--- src/hdl/lcd_cfg_pkg.sv ---
// constants and carrier types for the lcd pin, duty and power configuration block
// assumes an ahb-lite slave with 32-bit data and one clock
//
// Operation
// - pin/duty register, eight bits, resets to zero
// - bits 7:6 pick static, 1/2, 1/3, 1/4
// - unmirrored duty drives only its backplane pins
// - static mirrored copies backplane 1 to 2-4
// - half mirrored copies 1->2, 3->4; third not
// - bit 4 turns pins 32-29 into expansion
// - segment-select groups of eight become segments
// - control register resets to hex 80
// - control bit 7 reads one, ignores writes
// - bit 6 switches drive power on
// - power off when halted or in standby
// - bit 5 runs controller, halting keeps registers
// - low four bits select frame clock source
package lcd_cfg_pkg;

    localparam logic [31:0] PIN_DUTY_ADDR     = 32'h0000_0000;
    localparam logic [31:0] POWER_CTRL_ADDR   = 32'h0000_0004;
    localparam int          ADDR_DECODE_BITS  = 8;

    localparam logic [7:0]  PIN_DUTY_RESET    = 8'h00;
    localparam logic [7:0]  POWER_CTRL_RESET  = 8'h80;
    localparam logic [7:0]  POWER_CTRL_FIXED1 = 8'h80;

    localparam int DUTY_HI_POS   = 7;
    localparam int DUTY_LO_POS   = 6;
    localparam int MIRROR_POS    = 5;
    localparam int EXPAND_POS    = 4;
    localparam int POWER_POS     = 6;
    localparam int RUN_POS       = 5;
    localparam int SHOW_RAM_POS  = 4;

    localparam logic [1:0] HTRANS_NONSEQ = 2'h2;
    localparam logic [1:0] HTRANS_SEQ    = 2'h3;

    localparam int SEG_PINS   = 32;
    localparam int SEG_GROUPS = 4;
    localparam int BP_PINS    = 4;

    typedef enum logic [1:0] {
        DUTY_STATIC,
        DUTY_HALF,
        DUTY_THIRD,
        DUTY_QUARTER
    } duty_t;

    typedef struct packed {
        logic [7:0] pin_duty;
        logic [7:0] power_ctrl;
        logic       pend_wr;
        logic [1:0] pend_sel;
        logic [31:0] rdata;
    } cfg_state_t;

    typedef struct packed {
        duty_t                   duty;
        logic [BP_PINS-1:0]      bp_drive;
        logic [BP_PINS-1:0]      bp_source_hi;
        logic [BP_PINS-1:0]      bp_source_lo;
        logic [SEG_PINS-1:0]     seg_drive;
        logic                    expansion_on;
        logic                    drive_power_on;
        logic                    run;
        logic                    show_ram_contents;
        logic [3:0]              frame_clock_select;
    } lcd_cfg_t;

endpackage : lcd_cfg_pkg

--- src/hdl/lcd_pin_duty_power_config.sv ---
// lcd pin function, backplane mirroring and drive power configuration
// assumes one ahb-lite master, hsel from an outside decoder, word transfers
//
// The implementer's own choices: the address map and the AHB-Lite interface to the registers.
`timescale 1ns/1ps
`default_nettype none

module lcd_pin_duty_power_config (
    // clock and reset
    input  wire logic                ref_clk_i,
    input  wire logic                nrst_i,
    // ahb-lite slave
    input  wire logic                hsel_i,
    input  wire logic [31:0]         haddr_i,
    input  wire logic [1:0]          htrans_i,
    input  wire logic                hwrite_i,
    input  wire logic [2:0]          hsize_i,
    input  wire logic [31:0]         hwdata_i,
    input  wire logic                hready_i,
    output logic      [31:0]         hrdata_o,
    output logic                     hreadyout_o,
    output logic                     hresp_o,
    // chip state
    input  wire logic                standby_i,
    // decoded configuration
    output lcd_cfg_pkg::lcd_cfg_t    cfg_o
);
    import lcd_cfg_pkg::*;

    cfg_state_t s_q;
    cfg_state_t s_d;

    function automatic logic [1:0] reg_sel(input logic [31:0] a);
        if (a[ADDR_DECODE_BITS-1:0] == PIN_DUTY_ADDR[ADDR_DECODE_BITS-1:0]) begin
            return 2'h1;
        end else if (a[ADDR_DECODE_BITS-1:0] == POWER_CTRL_ADDR[ADDR_DECODE_BITS-1:0]) begin
            return 2'h2;
        end
        return 2'h0;
    endfunction

    logic addr_valid;
    assign addr_valid = hsel_i && hready_i
                        && (htrans_i == HTRANS_NONSEQ || htrans_i == HTRANS_SEQ);

    // zero wait states: write data lands one cycle after its address phase
    always_comb begin
        s_d = s_q;
        s_d.pend_wr = addr_valid && hwrite_i;
        s_d.pend_sel = addr_valid ? reg_sel(haddr_i) : 2'h0;
        if (s_q.pend_wr && s_q.pend_sel == 2'h1) begin
            s_d.pin_duty = hwdata_i[7:0];
        end
        if (s_q.pend_wr && s_q.pend_sel == 2'h2) begin
            // top bit kept at one whatever is written
            s_d.power_ctrl = hwdata_i[7:0] | POWER_CTRL_FIXED1;
        end
        s_d.rdata = 32'h0000_0000;
        if (addr_valid && !hwrite_i) begin
            // read the value after this edge, so a read right behind a write sees the write
            case (reg_sel(haddr_i))
                2'h1:    s_d.rdata = {24'h00_0000, s_d.pin_duty};
                2'h2:    s_d.rdata = {24'h00_0000, s_d.power_ctrl};
                default: s_d.rdata = 32'h0000_0000;
            endcase
        end
    end

    always_ff @(posedge ref_clk_i or negedge nrst_i) begin
        if (!nrst_i) begin
            s_q.pin_duty   <= PIN_DUTY_RESET;
            s_q.power_ctrl <= POWER_CTRL_RESET;
            s_q.pend_wr    <= 1'b0;
            s_q.pend_sel   <= 2'h0;
            s_q.rdata      <= 32'h0000_0000;
        end else begin
            s_q <= s_d;
        end
    end

    assign hrdata_o    = s_q.rdata;
    assign hreadyout_o = 1'b1;
    assign hresp_o     = 1'b0;

    // decode straight from the registers, so a write shows the next cycle
    logic [3:0] sgs;
    logic       mirror;
    logic       expand;
    duty_t      duty;
    assign sgs    = s_q.pin_duty[3:0];
    assign mirror = s_q.pin_duty[MIRROR_POS];
    assign expand = s_q.pin_duty[EXPAND_POS];
    assign duty   = duty_t'(s_q.pin_duty[DUTY_HI_POS:DUTY_LO_POS]);

    // number of groups of eight counted down from pin 32
    logic [2:0] seg_groups;
    always_comb begin
        if (expand) begin
            seg_groups = 3'h0;
        end else if (sgs[3]) begin
            seg_groups = 3'h4;
        end else if (sgs[2:1] == 2'h0) begin
            seg_groups = 3'h0;
        end else begin
            seg_groups = {1'b0, sgs[2:1]};
        end
    end

    logic [SEG_PINS-1:0] seg_drive;
    genvar g;
    generate
        for (g = 0; g < SEG_GROUPS; g++) begin : gen_group
            // group 3 is pins 32-25; non-segment pins go to port logic
            assign seg_drive[g*8 +: 8] =
                {8{(3'(SEG_GROUPS - g)) <= seg_groups}};
        end
    endgenerate

    // bp_source_hi/lo: bit n is which driven backplane pin n copies (index)
    logic [BP_PINS-1:0] bp_drive;
    logic [BP_PINS-1:0] src_hi;
    logic [BP_PINS-1:0] src_lo;
    // mirrored half duty: pin 2 copies pin 1, pin 4 copies pin 3
    always_comb begin
        bp_drive = 4'h0;
        src_hi   = 4'h0;
        src_lo   = 4'h0;
        case (duty)
            DUTY_STATIC: begin
                bp_drive = mirror ? 4'hF : 4'h1;
            end
            DUTY_HALF: begin
                bp_drive = mirror ? 4'hF : 4'h3;
                src_hi   = mirror ? 4'hC : 4'h0;
                src_lo   = mirror ? 4'h0 : 4'h2;
            end
            DUTY_THIRD: begin
                bp_drive = 4'h7;
                src_hi   = 4'h4;
                src_lo   = 4'h2;
            end
            DUTY_QUARTER: begin
                bp_drive = 4'hF;
                src_hi   = 4'hC;
                src_lo   = 4'hA;
            end
            default: begin
                bp_drive = 4'h0;
            end
        endcase
    end

    always_comb begin
        cfg_o                    = '0;
        cfg_o.duty               = duty;
        cfg_o.bp_drive           = bp_drive;
        cfg_o.bp_source_hi       = src_hi;
        cfg_o.bp_source_lo       = src_lo;
        cfg_o.seg_drive          = seg_drive;
        cfg_o.expansion_on       = expand;
        cfg_o.run                = s_q.power_ctrl[RUN_POS];
        cfg_o.show_ram_contents  = s_q.power_ctrl[SHOW_RAM_POS];
        cfg_o.frame_clock_select = s_q.power_ctrl[3:0];
        cfg_o.drive_power_on     = s_q.power_ctrl[POWER_POS]
                                   && s_q.power_ctrl[RUN_POS] && !standby_i;
    end
endmodule // lcd_pin_duty_power_config

`default_nettype wire

--- config.mk ---
export PLATFORM = sky130hd
export DESIGN_NAME = lcd_pin_duty_power_config
export DESIGN_NICKNAME = d
export VERILOG_FILES = /design/src/hdl/lcd_cfg_pkg.sv /design/src/hdl/lcd_pin_duty_power_config.sv
export SDC_FILE = /design/constraint.sdc
export NUM_CORES = 1
export LEC_CHECK = 0
export BUFFER_PORTS_ARGS = -buffer_cell sky130_fd_sc_hd__buf_2
export CORE_MARGIN = 1
export CORE_UTILIZATION = 38
export CTS_CLUSTER_SIZE = 16
export DETAILED_ROUTE_END_ITERATION = 8
export PLACE_DENSITY = 0.79
export SETUP_SLACK_MARGIN = 0.15
export SYNTH_ARGS = -nofsm -noshare
export SYNTH_HDL_FRONTEND = slang
export SYNTH_SLANG_ARGS = --single-unit
--- constraint.sdc ---
create_clock -name ref_clk_i -period 1.65 [get_ports ref_clk_i]
set_input_delay 0.33 -clock ref_clk_i [delete_from_list [all_inputs] [get_ports ref_clk_i]]
set_output_delay 0.33 -clock ref_clk_i [all_outputs]
set_load 0.02 [all_outputs]
== After elaboration in Yosys (flattened, before gate mapping) ==
Index checks and enable logic that the tools add are counted.
W data, S select, Z words.
Storage, ports and cells
  latch bits: 0
  memories: 0
  bits in read-only memories: 0
  register bits: 51
  output and inout port bits: 88
  logic and storage cells: 56
  bits in writable memories: 0
  input port bits: 75
Cells by class
  add/subtract/negate cells: 0
  div/mod/pow operators: 0
  multiplexer cells: 23
  shift-type cells: 0
  bitwise gates (word level): 0
  reduce and logical (&&, ||, !) cells: 14
  multipliers: 0
  equality and inequality tests: 10
  magnitude comparators: 4
Operator list (count)
  $mux W8: 3
  $pmux W4 S3: 2
  $mux W2: 8
  $pmux W4 S4: 1
  $pmux W8 S2: 1
  $eq A2 B2 Y1 const B: 6
  $mux W4: 3
  $eq A8 B3 Y1 const B: 1
  $logic_and A1 B1 Y1: 8
  $logic_not A8 Y1: 1
  $eq A2 B1 Y1 const B: 3
  $le A2 B3 Y1 const A: 2
  $mux W3: 2
  $logic_not A2 Y1: 2
  $le A1 B3 Y1 const A: 1
  $le A3 B3 Y1 const A: 1
  $mux W1: 3
  $logic_not A1 Y1: 2
  $logic_or A1 B1 Y1: 1

== Logic depth before layout (Yosys ltp) ==
Gate-level depths: netlist of the first run.
  depth in word-level cells: 10
  depth in mapped cells: 4
  depth with buffers taken out: 3

== Worst setup path after synthesis of the first run ==
Ideal clock, no wire load.
  path type: flip-flop to output port
  start: register s_q, in the netlist cfg_o[7]
  end: output port cfg_o[17] (netlist name)
  data arrival time: 1.605 ns
  cell stages (with the launch flop): 4
  required time: 1.320 ns
  path buffers: 1
  path slack: -0.285 ns
  cell sequence: dfrtp_1 > nor2_1 > o21a_1 > buf_4
RTL lines
  start, declared: line lcd_pin_duty_power_config.sv:30  | cfg_state_t s_q;
  end, declared: line lcd_pin_duty_power_config.sv:26  | output lcd_cfg_pkg::lcd_cfg_t cfg_o

==> flow_summary.yaml, run 1 <==
floorplan:
  design.die.area_um2: 5260
  dieHeight_um: 72.5
  die_w_um: 72.5
  num_rows: 25
  fp.coreArea_um2: 4750
  io_pins: 163
  start_util_pct: 39.8
sta:
  min_period_ps: 1590
  period_share_pct: 96.1
  slew_viol_final: 0
  finalSetupViolCount: 0
  fin_setup_tns_ps: 0
  slew_headroom_pct: 61.0
  fmax_mhz: 631
  worst_pin_slew_ps: 585
  finalHoldViolCount: 0
  finClkSkew_ps: 5.63
  rsz0062_at_grt: "yes"
synth:
  synth.most_common_cell: "buf_4"
  synth_edf_count: 0
  synthTopCellsByCount: "buf_4, dfrtp_1, nand2_1"
  yosysWarningCount: 0
  syn_area_um2: 1890
  ys_types: 36
  synth_xor_xnor_area_share_pct: 0
  synthMuxAreaShare_pct: 7.35
  synth_top_area_share_pct: 34.4
  yosysTopAreaCell: "dfrtp_1"
  ys_async_sr_fraction_pct: 100
  syn-instance-count: 197
  synthSimpleGateAreaFrac_pct: 16.1
  synth_top_family_by_area: "buffers and inverters"
  synth_compound_area_share_pct: 8.01
  seq_area_frac_synth_pct: 35.8
  synth_fa_ha_area_share_pct: 0
  ys_top_cells_by_area: "dfrtp_1, buf_4, nand2_1"
  ys_seq_elements: 27
  syn_avg_cell_area_um2: 9.60
  ys.flop_type: "dfrtp_1"
clock_network:
  insertion_delay_ps: 270
  cts_root_buffer: "clkbuf_8"
  ctsLongestPathBuffers: 2
  clk_pin_slew_ps: 90
  cts_buffers: 3
  cts_tree: "yes"
  clkSinkCount: 27
  h-tree-depth: 1
worst_setup_path:
  critPathKind: "flip-flop to output pin"
  cp_num_buf_inv: 1
  critPathSlowestCell: "dfrtp_2"
  worst-path-max-fanout: 8
  worstSetupEndpointType: "output pin"
  cp.arrival_ps: 1260
  crit_chain: "nor2b_4, buf_4"
  critPathLaunchType: "flip-flop"
  crit_path_max_incr_delay_ps: 490
  cp.required_ps: 1320
  path_delay_family: "flip-flops"
detailed_routing:
  route.vias.total: 1309
  route.detailed.drc: 0
  routed_wl_mm: 3.59
  wl_per_cell_um: 11.7
  drtPass1Iterations: 4
  drtIter0Drc: 66
  ant_nets: 0
  routed_via_density: 4.25
power_and_ir_drop:
  ir_drop_mv: 0.286
  p_per_area_nw_per_um2: 645
  power.leakage_nw: 1.11
grt:
  gr-total-overflow: 0
  grt_pass1_vias: 1143
  grt_pass1_wl_mm: 5.23
  grt_max_degree: 28
  antenna_found_initial: 0
  grt_use_total_pct: 12.9
final_layout:
  fin_nets: 317
  fin_cells: 308
  area_growth_syn_to_layout_pct: 15.4
  diodes: 0
  drive_gt1_share_pct: 49.4
job:
  drv_cap: 0
place:
  placed_cells: 296
  io_buffers: 79
  dpl.hpwl_mm: 2.51
  gp_congestion: 0.771
status:
  outcome: "finished clean"
min_path:
  hold_path.class: "input port to asynchronous set/reset pin"
worst register-to-register path: stages, from the launching register on:
cell and delay, ps:
dfrtp_1 430, nand3b_2 390, mux2_1 400
cell usage in the layout, fill, tap and decap left out, drive strengths merged:
master    n
and2      3
o21bai    1
a41oi     1
o21a      1
buf      91
nor2      6
dfrtp    26
nand2    24
nand4b    2
a21o      2
nor4      2
dfstp     1
inv       2
a311oi    7
nor2b     1
and3      1
mux2i     6
and3b     1
nand3     5
or2       1
a21oi     6
clkinv    1
nor3      3
or3       1
nand2b    1
mux2      7
nand4bb   1
nand3b    3
conb     31
clkbuf    3
final cells by class:
type | instances | area, µm²
Inverter | 2 | 7.51
Clock buffer | 3 | 41.3
Sequential cell | 27 | 682
Clock inverter | 1 | 5.00
Timing Repair Buffer | 91 | 601
Fill cell | 467 | 2570
Tap cell | 67 | 83.8
Multi-Input combinational cell | 117 | 762
metal layers:
metal,share of wire [%],global-route usage [%]
met2,50,21.9
met1,42,15.3
met3,6.6,4.03
met5,0,0
met4,1.2,4.58
worst paths after layout:
check | from | endpoint | slack [ps] | cells after the start
min | nrst_i | cfg_o[2] | 50 | 1
min in group ref_clk_i | haddr_i[2] | s_q[32] | 260 | 2
max in group asynchronous | nrst_i | cfg_o[53] | 1180 | 1
max reg2reg | s_q[33] | cfg_o[52] | 320 | 2
min reg2reg | s_q[42] | s_q[42] | 500 | 1
max | cfg_o[7] | cfg_o[9] | 60 | 2
repair_timing:
action                                  CTS  global route
hold buffers                              0             0
hold endpoints to repair                  0             0
resized for setup                        22            28
endpoints found under the setup margin   36            37
pin swaps                                 3             3
buffers inserted                          8             0
power breakdown:
part / switching [mW] / internal, mW / leakage [nW] / total [mW]
Sequential: 0.0163 / 0.672 / 0.312 / 0.688
Clock: 0.201 / 0.169 / 0.0255 / 0.371
Combinational: 0.224 / 0.124 / 0.774 / 0.348
stage by stage:
| step | setup slack, ps | utilization (%) | area (µm²) | hold WS, ps | total power, mW |
|---|---|---|---|---|---|
| after floorplan | 201 | - | 2020 | 34.4 | 1.00 |
| after global placement | 198 | 40.5 | 1930 | 357 | 0.988 |
| after detailed placement | 186 | 40.5 | 1930 | 367 | 0.992 |
| after CTS | 93.0 | 44.0 | 2090 | 69.4 | 1.39 |
| after global routing | 15.4 | 45.9 | 2180 | 92.6 | 1.48 |
| final | 64.4 | 45.9 | 2180 | 50.6 | 1.41 |
flip-flops by register name, summed over array words and instances (netlist names):
signal / cells
hrdata_o: 8
s_q: 9
cfg_o: 9
mirror: 1
kinds of logic after synthesis:
| group | Yosys count |
|---|---|
| flops | 27 |
| other cells | 2 |
| simple gates | 55 |
| mux | 13 |
| buf+inv | 82 |
| compound gates | 18 |
No activity file was read; power rests on OpenSTA's default activity.
==> inputs of run 2 (changes only) <==
- HOLD_SLACK_MARGIN: unset -> 0.1
==> run 2 against run 1 <==
Net effect:
- non-clock buffer count grew 1
- register-to-register slack about the same
- sequential cell count is the same
- critical path type unchanged
- sequential share of layout area decreased by 0.14 points
- cell area grew 0.46%
- critical endpoint unchanged
- sequential power hardly changed
- largest cell class unchanged
- via count increased by 0.38%
- clock skew shrank 2.7 ps
- combinational power hardly changed
- critical path depth did not move
==> flow_summary.yaml, run 2 (synthesis results as in run 1) <==
status:
  outcome: "finished clean"
floorplan:
  start_util_pct: 39.8
  dieHeight_um: 72.5
  design.die.area_um2: 5260
  die_w_um: 72.5
  num_rows: 25
  io_pins: 163
  fp.coreArea_um2: 4750
power_and_ir_drop:
  ir_drop_mv: 0.278
  power.leakage_nw: 1.12
  p_per_area_nw_per_um2: 642
sta:
  slew_viol_final: 0
  rsz0062_at_grt: "yes"
  slew_headroom_pct: 60.6
  finClkSkew_ps: 2.92
  period_share_pct: 95.8
  worst_pin_slew_ps: 591
  min_period_ps: 1580
  finalSetupViolCount: 0
  finalHoldViolCount: 0
  fin_setup_tns_ps: 0
  worst_slack_ps: 69.5
  fmax_mhz: 633
final_layout:
  multi_input_comb_area_um2: 762
  area_growth_syn_to_layout_pct: 15.9
  layout_commonest_cell: "buf_2"
  fillCellCount: 466
  final_cell_mix: "buf_2, conb_1, nand2_1"
  regArea_um2: 682
  fin_nets: 318
  diodes: 0
  drive_gt1_share_pct: 49.2
worst_setup_path:
  crit_path_max_incr_delay_ps: 490
  crit_start: "cfg_o[7]"
  critical_path.endpoint: "cfg_o[9]"
  crit_chain: "nor2b_4, buf_4"
  critPathKind: "flip-flop to output pin"
  worst-path-max-fanout: 8
  cp.arrival_ps: 1250
  critPathLaunchType: "flip-flop"
  r2r_end: "s_q[45]"
  ff2ff_path_depth: 2
  critPathSlowestCell: "dfrtp_2"
  worstSetupEndpointType: "output pin"
  reg2reg_setup_slack_ps: 320
  cp.required_ps: 1320
  reg2reg_from: "s_q[33]"
detailed_routing:
  route.vias.total: 1314
  drtPass1Iterations: 2
  route.detailed.drc: 0
  routed_via_density: 4.25
  ant_nets: 0
  wl_per_cell_um: 11.6
  routed_wl_mm: 3.58
  drtIter0Drc: 88
place:
  gp_congestion: 0.771
  io_buffers: 79
  pre_cts_slack_ps: 186
  dpl.hpwl_mm: 2.51
clock_network:
  h-tree-depth: 1
  cts_tree: "yes"
  cts_buffers: 3
  cts_root_buffer: "clkbuf_8"
  ctsLongestPathBuffers: 2
  insertion_delay_ps: 270
  clk_pin_slew_ps: 90
  clkSinkCount: 27
grt:
  grt_pass1_wl_mm: 5.23
  antenna_found_initial: 0
  grt_pass1_vias: 1143
  grt_max_degree: 28
  gr-total-overflow: 0
  grt_use_total_pct: 12.9
job:
  drv_cap: 0
min_path:
  hold_path.class: "input port to flip-flop"
  hold_start: "haddr_i[2]"
[run 2: layer usage]
metal | global-route usage [%] | up-vias | share of wire [%]
met2 | 21.9 | 41 | 50
met4 | 4.58 | 0 | 1.2
li1 | - | 643 | -
met1 | 15.3 | 625 | 43
met3 | 4.03 | 5 | 6.5
met5 | 0 | - | 0
[run 2: how the worst min path moves through the flow]
stage | endpoint | slack, ps | cells after the start
5_1_grt | s_q[32] | 270 | 2
6_report | s_q[32] | 260 | 2
3_3_place_gp | hrdata_o[6] | 360 | 1
4_1_cts | s_q[32] | 260 | 2
2_1_floorplan | cfg_o[0] | 30 | 0
3_5_place_dp | cfg_o[52] | 370 | 1
[run 2: metrics by stage]
stage                     hold WS [ps]  std cells  total power, mW  cell area [µm²]  utilization [%]
final                              259        309             1.41             2190             46.1
after global placement             357        296            0.988             1930             40.5
after detailed placement           367        296            0.992             1930             40.5
after floorplan                   34.4        226             1.00             2020                -
after global routing               270        309             1.48             2190             46.1
after CTS                          255        309             1.40             2100             44.2
[run 2: area by class of cell]
type,instances,area share (%)
Tap cell,67,3.82
Multi-Input combinational cell,117,34.8
Clock buffer,3,1.88
Sequential cell,27,31.1
Inverter,2,0.342
Timing Repair Buffer,92,27.9
Clock inverter,1,0.228
[run 2: repair_timing]
action,in CTS,in global routing
setup endpoints to repair,36,37
hold buffers,1,0
resized for setup,22,28
setup buffers,8,0
endpoints found under the hold margin,26,0
pin swaps,3,3
[run 2: power breakdown]
part           switching (mW)  internal [mW]  leakage (nW)
registers              0.0163          0.672         0.312
logic                   0.225          0.125         0.778
clock network           0.200          0.169        0.0255
[run 2: worst max-delay path: cells and delay by family, from the launching register on]
kind / cells / cell delay [ps]
flip-flops: 1 / 490
buffers and inverters: 1 / 200
AND/OR/NAND/NOR: 1 / 280
